`src/rtl/lpt_defs.vh`:
```
// register map, field positions and timing constants of the protocol timer
`ifndef LPT_DEFS_VH
`define LPT_DEFS_VH
`define LPT_TIMER_CTRL_OFS   8'h1c
`define LPT_IRQ_STATUS_OFS   8'h08
`define LPT_IRQ_MASK_OFS     8'h0c
`define LPT_RUN_BIT          31
`define LPT_REPEAT_BIT       30
`define LPT_BRSTART_BIT      29
`define LPT_PRELOAD_MSB      23
`define LPT_PRELOAD_W        24
`define LPT_EXPIRE_BIT       20
`define LPT_CTRL_RESET       32'h00000000
`define LPT_UNIT_PS          80140
`define LPT_CLK_PERIOD_PS    100000
`define LPT_UNIT_CYCLES      (((`LPT_UNIT_PS) / (`LPT_CLK_PERIOD_PS)) < 1 ? 1 : ((`LPT_UNIT_PS) / (`LPT_CLK_PERIOD_PS)))
`endif

```
`src/rtl/lpt_sync.v`:
```
// two-stage synchroniser for an asynchronous level
`timescale 1ns/100ps
`default_nettype none
module lpt_sync (
  input  wire ref_clk,
  input  wire rst,
  input  wire clkEn,
  input  wire asyncIn,
  output wire syncOut
);
  reg stage1_reg;
  reg stage2_reg;
  always @(posedge ref_clk) begin
    if (rst) begin
      stage1_reg <= 1'h0;
      stage2_reg <= 1'h0;
    end else if (clkEn) begin
      stage1_reg <= asyncIn;
      stage2_reg <= stage1_reg;
    end
  end
  assign syncOut = stage2_reg;
endmodule
`default_nettype wire

```
`src/rtl/lpt_unit_tick.v`:
```
// timing unit tick generator
`timescale 1ns/100ps
`default_nettype none
module lpt_unit_tick #(
  parameter CYCLES = 1
) (
  input  wire ref_clk,
  input  wire rst,
  input  wire clkEn,
  input  wire restart,
  output wire tick
);
  reg  [15:0] divCnt_reg;
  wire        atEnd;
  assign atEnd = (divCnt_reg == CYCLES[15:0] - 16'h0001);
  always @(posedge ref_clk) begin
    if (rst) begin
      divCnt_reg <= 16'h0000;
    end else if (clkEn) begin
      if (restart || atEnd) begin
        divCnt_reg <= 16'h0000;
      end else begin
        divCnt_reg <= divCnt_reg + 16'h0001;
      end
    end
  end
  assign tick = atEnd && !restart;
endmodule
`default_nettype wire

```
`src/rtl/lpt_timer.v`:
```
// protocol timer with control register, expiry status and interrupt
`timescale 1ns/100ps
`default_nettype none
`include "lpt_defs.vh"
// How it works
// [RULE1] run bit one starts, zero stops
// [RULE2] repeat zero one-shot, one reloads forever
// [RULE3] bus-reset start bit starts on bus reset
// [RULE4] start value from 24-bit preload field
// [RULE5] preload msb high, lsb at bit zero
// [RULE6] count in hidden copy, preload untouched
// [RULE7] decrement once per timing unit
// [RULE8] zero sets expiry flag, enable gates interrupt
// [RULE9] bus-reset mode ignores run bit
// [RULE10] repeat bit still works in bus-reset mode
// [RULE11] uncleared flag never blocks reloading
// [RULE12] expiry flag is status bit 20
// [RULE13] new bus reset reloads, no interrupt
// [RULE14] load counter before first decrement
module lpt_timer #(
  parameter PRELOAD_W = `LPT_PRELOAD_W,
  parameter UNIT_CYCLES = `LPT_UNIT_CYCLES
) (
  input  wire        ref_clk,
  input  wire        rst,
  input  wire        clkEn,
  input  wire [7:0]  regAddr,
  input  wire [31:0] regWrData,
  input  wire        regWrStb,
  input  wire        regRdStb,
  output wire [31:0] regRdData,
  input  wire        busResetIn,
  output wire        timerIrq,
  output wire        timerRunning
);
  // ----------------------------------------
  // field layout
  // ----------------------------------------
  localparam [31:0]          RESVD_MASK  = 32'h0000001f << `LPT_PRELOAD_W;
  localparam [31:0]          CTRL_MASK   = ~RESVD_MASK;
  localparam [31:0]          EXPIRE_MASK = 32'h00000001 << `LPT_EXPIRE_BIT;
  localparam [31:0]          ZERO_WORD   = 32'h00000000;
  localparam [7:0]           CTRL_OFS    = `LPT_TIMER_CTRL_OFS;
  localparam [7:0]           STATUS_OFS  = `LPT_IRQ_STATUS_OFS;
  localparam [7:0]           MASK_OFS    = `LPT_IRQ_MASK_OFS;
  localparam [PRELOAD_W-1:0] COUNT_ZERO  = {PRELOAD_W{1'h0}};
  localparam [PRELOAD_W-1:0] COUNT_ONE   = {{(PRELOAD_W-1){1'h0}}, 1'h1};

  // ----------------------------------------
  // register state
  // ----------------------------------------
  reg  [31:0]          ctrl_reg;
  reg  [31:0]          ctrl_next;
  reg  [31:0]          status_reg;
  reg  [31:0]          status_next;
  reg  [31:0]          mask_reg;
  reg  [31:0]          mask_next;
  reg  [31:0]          rdData_reg;
  reg  [31:0]          rdData_next;
  reg  [PRELOAD_W-1:0] count_reg;
  reg  [PRELOAD_W-1:0] count_next;
  reg                  run_reg;
  reg                  run_next;
  reg                  busRstDly_reg;

  // ----------------------------------------
  // decode nets
  // ----------------------------------------
  wire                 busRstSync;
  wire                 busRstStart;
  wire                 ctrlWr;
  wire                 statusWr;
  wire                 maskWr;
  wire                 wrBrMode;
  wire                 wrRun;
  wire                 runStart;
  wire                 runStop;
  wire                 brStart;
  wire                 startEv;
  wire                 unitTick;
  wire                 countZero;
  wire                 expire;
  wire                 brMode;
  wire                 repeatOn;

  // ----------------------------------------
  // helper functions
  // ----------------------------------------
  function hit;
    input [7:0] a;
    input [7:0] ofs;
    begin
      hit = (a == ofs);
    end
  endfunction

  function [PRELOAD_W-1:0] preload_of;
    input [31:0] word;
    begin
      preload_of = word[PRELOAD_W-1:0];
    end
  endfunction

  function count_is_zero;
    input [PRELOAD_W-1:0] v;
    begin
      count_is_zero = (v == COUNT_ZERO);
    end
  endfunction

  function [31:0] w1c_next;
    input [31:0] cur;
    input [31:0] clr;
    input        set;
    begin
      w1c_next = (cur & ~clr) | (set ? EXPIRE_MASK : ZERO_WORD);
    end
  endfunction

  function [31:0] read_mux;
    input [7:0]  a;
    input [31:0] c;
    input [31:0] s;
    input [31:0] m;
    begin
      read_mux = ZERO_WORD;
      if (hit(a, CTRL_OFS)) begin
        read_mux = c;
      end
      if (hit(a, STATUS_OFS)) begin
        read_mux = s;
      end
      if (hit(a, MASK_OFS)) begin
        read_mux = m;
      end
    end
  endfunction

  // ----------------------------------------
  // bus reset input
  // ----------------------------------------
  lpt_sync lpt_sync_i (
    .ref_clk (ref_clk),
    .rst     (rst),
    .clkEn   (clkEn),
    .asyncIn (busResetIn),
    .syncOut (busRstSync)
  );

  always @(posedge ref_clk) begin
    if (rst) begin
      busRstDly_reg <= 1'h0;
    end else if (clkEn) begin
      busRstDly_reg <= busRstSync;
    end
  end
  assign busRstStart = busRstSync && !busRstDly_reg;

  // ----------------------------------------
  // unit tick
  // ----------------------------------------
  lpt_unit_tick #(
    .CYCLES (UNIT_CYCLES)
  ) lpt_unit_tick_i (
    .ref_clk (ref_clk),
    .rst     (rst),
    .clkEn   (clkEn),
    .restart (startEv),
    .tick    (unitTick)
  );

  // ----------------------------------------
  // address and start decode
  // ----------------------------------------
  assign ctrlWr    = regWrStb && hit(regAddr, CTRL_OFS);
  assign statusWr  = regWrStb && hit(regAddr, STATUS_OFS);
  assign maskWr    = regWrStb && hit(regAddr, MASK_OFS);
  assign wrBrMode  = regWrData[`LPT_BRSTART_BIT];
  assign wrRun     = regWrData[`LPT_RUN_BIT];
  assign brMode    = ctrl_reg[`LPT_BRSTART_BIT];
  assign repeatOn  = ctrl_reg[`LPT_REPEAT_BIT];
  assign runStart  = ctrlWr && !wrBrMode && wrRun; // [RULE1] [RULE9]
  assign runStop   = ctrlWr && !wrBrMode && !wrRun; // [RULE1] [RULE9]
  assign brStart   = brMode && busRstStart; // [RULE3] [RULE13]
  assign startEv   = runStart || brStart; // [RULE3] [RULE14]
  assign countZero = count_is_zero(count_reg);
  assign expire    = run_reg && unitTick && countZero && !startEv; // [RULE8]

  // ----------------------------------------
  // next state
  // ----------------------------------------
  always @* begin
    count_next = count_reg;
    run_next   = run_reg;
    if (startEv) begin
      count_next = ctrlWr ? preload_of(regWrData) : preload_of(ctrl_reg); // [RULE4] [RULE5] [RULE14]
      run_next   = 1'h1;
    end else if (runStop) begin
      run_next   = 1'h0;
    end else if (expire) begin
      count_next = preload_of(ctrl_reg); // [RULE2] [RULE10] [RULE11]
      run_next   = repeatOn; // [RULE2] [RULE10]
    end else if (run_reg && unitTick) begin
      count_next = count_reg - COUNT_ONE; // [RULE6] [RULE7]
    end
  end

  always @* begin
    ctrl_next = ctrl_reg;
    if (ctrlWr) begin
      ctrl_next = regWrData & CTRL_MASK;
    end
  end

  always @* begin
    mask_next = mask_reg;
    if (maskWr) begin
      mask_next = regWrData & EXPIRE_MASK;
    end
  end

  always @* begin
    status_next = status_reg;
    if (statusWr) begin
      status_next = w1c_next(status_reg, regWrData, expire); // [RULE8] [RULE12]
    end else if (expire) begin
      status_next = status_reg | EXPIRE_MASK; // [RULE8] [RULE12]
    end
  end

  always @* begin
    rdData_next = ZERO_WORD;
    if (regRdStb) begin
      rdData_next = read_mux(regAddr, ctrl_reg, status_reg, mask_reg);
    end
  end

  // ----------------------------------------
  // counter and run flag
  // ----------------------------------------
  always @(posedge ref_clk) begin
    if (rst) begin
      count_reg <= COUNT_ZERO;
      run_reg   <= 1'h0;
    end else if (clkEn) begin
      count_reg <= count_next;
      run_reg   <= run_next;
    end
  end

  // ----------------------------------------
  // control register
  // ----------------------------------------
  always @(posedge ref_clk) begin
    if (rst) begin
      ctrl_reg <= `LPT_CTRL_RESET;
    end else if (clkEn) begin
      ctrl_reg <= ctrl_next;
    end
  end

  // ----------------------------------------
  // mask register
  // ----------------------------------------
  always @(posedge ref_clk) begin
    if (rst) begin
      mask_reg <= ZERO_WORD;
    end else if (clkEn) begin
      mask_reg <= mask_next;
    end
  end

  // ----------------------------------------
  // status register
  // ----------------------------------------
  always @(posedge ref_clk) begin
    if (rst) begin
      status_reg <= ZERO_WORD;
    end else if (clkEn) begin
      status_reg <= status_next;
    end
  end

  // ----------------------------------------
  // read data
  // ----------------------------------------
  always @(posedge ref_clk) begin
    if (rst) begin
      rdData_reg <= ZERO_WORD;
    end else if (clkEn) begin
      rdData_reg <= rdData_next;
    end
  end

  // ----------------------------------------
  // outputs
  // ----------------------------------------
  assign regRdData    = rdData_reg;
  assign timerIrq     = |(status_reg & mask_reg); // [RULE8]
  assign timerRunning = run_reg;
endmodule
`default_nettype wire

```
`config.mk`:
```
export PLATFORM = sky130hd
export DESIGN_NAME = lpt_timer
export DESIGN_NICKNAME = d
export VERILOG_FILES = /design/src/rtl/lpt_sync.v /design/src/rtl/lpt_unit_tick.v /design/src/rtl/lpt_timer.v
export VERILOG_INCLUDE_DIRS = /design/src /design/src/rtl
export SDC_FILE = /design/constraint.sdc
export NUM_CORES = 1
export LEC_CHECK = 0
export ABC_AREA = 1
export BUFFER_PORTS_ARGS = -buffer_cell sky130_fd_sc_hd__buf_2
export CAP_MARGIN = 15
export CORE_ASPECT_RATIO = 0.75
export CORE_MARGIN = 2
export CORE_UTILIZATION = 29
export CTS_BUF_LIST = sky130_fd_sc_hd__clkbuf_8 sky130_fd_sc_hd__clkbuf_16
export CTS_CLUSTER_SIZE = 28
export DETAILED_ROUTE_END_ITERATION = 10
export SYNTH_ARGS = -nofsm -noshare
export SYNTH_HDL_FRONTEND = slang
export SYNTH_SLANG_ARGS = --single-unit
export TNS_END_PERCENT = 20
```
`constraint.sdc`:
```
create_clock -name ref_clk -period 2.3 [get_ports ref_clk]
set_input_delay 0 -clock ref_clk [delete_from_list [all_inputs] [get_ports ref_clk]]
set_output_delay 0 -clock ref_clk [all_outputs]
set_load 0.01 [all_outputs]
```
# After elaboration in Yosys (flattened, before gate mapping)
# Cells that the tools add are included.
# classes
eq_ne	4
add_sub_neg	2
mux	16
n_reduce_logical	30
bitwise_logic	4
# ops
op	n
$mux W32	5
$mux W24	5
$mux W21	2
$and A32 B21 Y32	1
$and A32 B32 Y32	1
$not A32 Y32	1
$or A32 B21 Y32	1
$reduce_or A32 Y1	1
$logic_not A24 Y1	1
$sub A24 B1 Y24 const B	1
$add A16 B1 Y16 const B	1
$eq A8 B4 Y1 const B	2
$logic_not A16 Y1	1
$mux W16	1
$logic_and A1 B1 Y1	12
$reduce_and A2 Y1	5
$eq A8 B5 Y1 const B	1
$reduce_bool A3 Y1	2
$logic_not A1 Y1	4
$mux W1	3
$reduce_and A3 Y1	1
$logic_or A1 B1 Y1	2
$ne A2 B1 Y1 const B	1
$reduce_bool A2 Y1	1
# word_totals
regBits	136
output_inout_bits	34
elab_cells	67

# Longest topological paths before layout
# depth
depth_word	13
mapped_depth	13

# Modules after synthesis
# A second synthesis with hierarchy kept.
# hier_totals
cells_unflattened	1078
hier_area_um2	7231.9
# by_module_without_submodules
mod	seq_area_each_um2	area_per_inst_um2	cells_per_inst	n_inst
lpt_timer	2362.3	6170.9	915	1
lpt_unit_tick	320.3	977.2	150	1
lpt_sync	40.0	83.8	13	1

# Worst setup path before layout
# No wires, ideal clock.
# synth_timing
kind	register to register
from	register lpt_unit_tick_i.divCnt_reg[0]
to	register count_reg[20]
setup_time_ns	0.117
path_slack_ns	0.631
t_required_ns	2.183
n_path_buf	1
stages_incl_launch_ff	13
arrival_time_ns	1.552
cell_sequence	dfxtp_1 > inv_1 > ha_1 > nand2_1 > nor2_1 > nand2_1 > nor2_1 > nand2_1 > buf_2 > o21ai_0 > nor2_1 > nor2_1 > nor2_1
# synth_between
elab_chain_cells	8
elab_cells_between_ends	10
# synth_rtl
element	line	text
from (decl)	lpt_unit_tick.v:13	reg [15:0] divCnt_reg;
from (signal assigned)	lpt_unit_tick.v:23	divCnt_reg <= divCnt_reg + 16'h0001;
$logic_not A16 Y1 *	lpt_unit_tick.v:15	assign atEnd = (divCnt_reg == CYCLES[15:0] - 16'h0001);
$logic_and A1 B1 Y1 *	lpt_unit_tick.v:27	assign tick = atEnd && !restart;
$logic_and A1 B1 Y1 *	lpt_timer.v:187, lpt_timer.v:203	
$logic_and A1 B1 Y1 (2 in a row)	lpt_timer.v:187	assign expire = run_reg && unitTick && countZero && !startEv;
$mux W24	lpt_timer.v:200	end else if (expire) begin
$mux W24	lpt_timer.v:198	end else if (runStop) begin
$mux W24	lpt_timer.v:195	if (startEv) begin
to (signal assigned)	lpt_timer.v:246	count_reg <= count_next;
to (decl)	lpt_timer.v:60	reg [PRELOAD_W-1:0] count_reg;
# Every way passes the cells marked *; elsewhere a longest branch is shown, timed or not. The select of a mux whose other input is x is not followed.
# A chain may end at the register's enable or synchronous reset.

# Final worst setup path
# layout_timing
from	input regAddr[5]
to	register rdData_reg[20], in the netlist regRdData[20]
# layout_between
elab_chain_cells	5
elab_cells_between_ends	7
# layout_rtl
element	line	text
from (decl)	lpt_timer.v:27	input wire [7:0] regAddr,
$eq A8 B5 Y1	lpt_timer.v:93	hit = (a == ofs);
$mux W32	lpt_timer.v:127	if (hit(a, CTRL_OFS)) begin
$mux W32	lpt_timer.v:130	if (hit(a, STATUS_OFS)) begin
$mux W32 *	lpt_timer.v:133	if (hit(a, MASK_OFS)) begin
$mux W32 *	lpt_timer.v:233	if (regRdStb) begin
to (signal assigned)	lpt_timer.v:291	rdData_reg <= rdData_next;
to (decl)	lpt_timer.v:58	reg [31:0] rdData_reg;
# Every way passes the cells marked *; elsewhere a longest branch is shown, timed or not.

==> results.md <==
## Global route
- **number of global-route vias before repair** 6,403
- **antenna violations before repair** 0
- **pin count of the biggest net entering global routing** 96
- **global-route wire length before repair** 33.9 mm
- **total routing resource utilization after global routing** 17.2%
- **global-route congestion overflow total** 0

## Clock network
- **CTS sink cnt** 136
- **Clock Pin Slew Worst Setup and Hold Paths** 60 ps
- **root buffer cell** sky130_fd_sc_hd__clkbuf_16
- **Hold Buf Count CTS** 37
- **number of instances resized during post-cts repair** 0
- **clock latency reported for the late side of the worst-skew pair** 430 ps
- **CTS tree** built
- **TritonCTS Buffers** 17
- **setup repair bufs after CTS** 0
- **H-tree levels** 4
- **buffer levels on the longest clock path** 2

## STA
- **setup repair after global routing missed its margin** no
- **sum of negative setup slack** 0 ps
- **final hold violation count** 0
- **Period Utilization, post-route** 91.0%
- **number of max-slew violations in the final report** 0
- **final critical-path required period** 2090 ps
- **worst clock skew** 9.89 ps
- **transition at the pin with the smallest max-transition slack** 666 ps
- **Highest Clock Rate** 0.478 GHz
- **Setup violations, final** 0
- **Slew Limit Headroom** 55.6%

## Routing
- **routed len/inst** 14.3 um
- **detailed-router iteration count before antenna repair** 8
- **final wirelength** 20.5 mm
- **drc violations** 0
- **DR iter-0 viols** 577
- **mean number of vias per cell** 4.76
- **Post-DRT Antenna Nets** 0
- **via count of the routed design** 6,857

## Synth
- **sequential-to-total area share from yosys stat** 39.6%
- **synthesized area per cell** 6.73 um^2
- **Yosys warning total** 0
- **cell count after synthesis** 1,023
- **portion of synthesized cell area occupied by the leading cell type** 39.6%
- **Synth cell types** 36
- **number of enable flip-flop cells after synthesis** 0
- **top cell type by total area after synthesis** sky130_fd_sc_hd__dfxtp_1
- **most instantiated flip-flop cell in the synthesis netlist** sky130_fd_sc_hd__dfxtp_1
- **async set-or-reset flop fraction in the synthesized netlist** 0%
- **most common cell in the netlist** sky130_fd_sc_hd__nand2_1
- **count of state elements after synthesis** 136
- **post-synthesis instance area** 6880 um^2
- **most instantiated cells after synthesis** sky130_fd_sc_hd__nand2_1, sky130_fd_sc_hd__dfxtp_1, sky130_fd_sc_hd__nor2_1
- **Synth Net Count** 1,073
- **main area contributors after synthesis** sky130_fd_sc_hd__dfxtp_1, sky130_fd_sc_hd__nand2_1, sky130_fd_sc_hd__nor2_1

## Power
- **switching fraction of total power** 22.7%
- **maximum vdd ir drop** 0.481 mV
- **combinational fraction of design power** 4.8%
- **portion of total power attributed to sequential cells** 41.6%
- **power share of the clock group** 53.7%
- **Pwr Density** 659 nW/um^2
- **internal power summed over all cells** 4.40 mW
- **cell leakage power** 3.88 nW
- **switching pwr** 1.29 mW

## Final layout
- **number of fill cells in the layout** 2,481
- **register area** 2720 um^2
- **Area growth syn-to-layout** 25.5%
- **number of antenna cells inserted** 0
- **footprint of the multi-input gates** 3460 um^2
- **share of layout cells above drive strength 1** 13.1%
- **count of placed standard cells in the final layout, fillers left out** 1,441
- **final net count** 1,178

## Floorplan
- **num rows** 48
- **Die Wd** 182 um
- **number of top-level design ports** 80
- **standard cell core area** 23,200 um^2
- **vertical die dimension** 137 um
- **starting utilization of the core area** 29.7%
- **die area** 25,000 um^2

## Worst setup path
- **critical path class** primary input to flop
- **CP arrival** 2450 ps
- **required arrival time at the worst endpoint** 2660 ps
- **worst-path fanout max** 18
- **startpoint class of the critical path** primary input
- **kind of end point of the critical path** flop

## Placement
- **HPWL after DPL** 13.9 mm
- **final weighted congestion in routability-driven placement** 0.911
- **Port Buf Inserts** 79
- **Placed Cells incl. Taps** 1,372

## Status
- **outcome** finished clean

## Worst hold path
- **class of the tightest hold or removal check** primary input to flop

## Job
- **maxcap violations** 0

[stage by stage]
step	utilization, %	setup WS, ps	hold slack, ps	area (um^2)	total power [mW]
2_1_floorplan	-	631	135	6880	2.54
3_3_place_gp	32.9	374	230	7620	2.64
3_5_place_dp	32.9	336	236	7620	2.64
4_1_cts	37.3	246	4.63	8640	5.76
5_1_grt	37.3	66.9	20.6	8640	5.87
6_report	37.3	208	31.9	8640	5.69
[layout make-up]
cell class / instances / area share [%]
Sequential cell: 136 / 31.5
Timing Repair Buffer: 137 / 11.1
Clock buffer: 17 / 4.93
Clock inverter: 15 / 2.59
Inverter: 125 / 5.43
Multi-Input combinational cell: 711 / 40.0
Tap cell: 300 / 4.35
[worst max-delay path: stages]
cell	delay, ps
sky130_fd_sc_hd__dlygate4sd3_1	530
sky130_fd_sc_hd__buf_2	140
sky130_fd_sc_hd__nor2_1	100
sky130_fd_sc_hd__nand2_1	70
sky130_fd_sc_hd__nor2_2	140
sky130_fd_sc_hd__buf_4	220
sky130_fd_sc_hd__inv_1	80
sky130_fd_sc_hd__buf_4	220
sky130_fd_sc_hd__o211ai_1	200
sky130_fd_sc_hd__nand3_1	80
sky130_fd_sc_hd__dlygate4sd3_1	560
sky130_fd_sc_hd__a21oi_1	110
[placed cells by master, fill, tap and decap left out, types with 18 or more instances in the layout]
cell type and instances:
sky130_fd_sc_hd__nand2_1 221, sky130_fd_sc_hd__o211ai_1 51, sky130_fd_sc_hd__o21ai_0 98, sky130_fd_sc_hd__nor2_1 134, sky130_fd_sc_hd__buf_2 79, sky130_fd_sc_hd__inv_1 121
sky130_fd_sc_hd__a21oi_1 86, sky130_fd_sc_hd__nand3_1 49, sky130_fd_sc_hd__dfxtp_1 136, sky130_fd_sc_hd__buf_4 18, sky130_fd_sc_hd__dlygate4sd3_1 37
[power groups by stage]
stage               Sequential, mW  Combinational (mW)  Clock, mW
finish                        2.37               0.270       3.05
global route                  2.37               0.300       3.21
CTS                           2.37               0.270       3.12
detailed placement            2.42               0.223          0
global placement              2.42               0.222          0
floorplan                     2.42               0.123          0
[layer usage]
layer	wire [um]	vias to the layer above	global-route usage (%)
li1	-	3520	-
met1	10500	3109	24.7
met2	8540	211	26.1
met3	1310	17	3.99
met4	173	0	3.54
met5	0	-	0
[final timing paths]
kind	start	end	slack (ps)	depth (start not counted)
hold / removal	clkEn	status_reg[20]	30	3
setup / recovery	regAddr[5]	regRdData[20]	210	12
hold reg to reg	status_reg[24]	status_reg[24]	450	2
setup reg to reg	lpt_unit_tick_i.divCnt_reg[0]	status_reg[20]	340	11
[cells by family (layout without fill, tap and decap cells)]
logic type                 after synthesis  after routing  synth area share [%]
buffers and inverters                  176            294                  10.2
adders and majority gates                4              4                 0.727
xor gates and xnor gates                27             27                  3.44
and+or+nand+nor                        436            436                  26.2
AOI/OAI and AO/OA                      244            244                  19.9
DFF                                    136            136                  39.6
No activity file was read; power rests on OpenSTA's default activity.
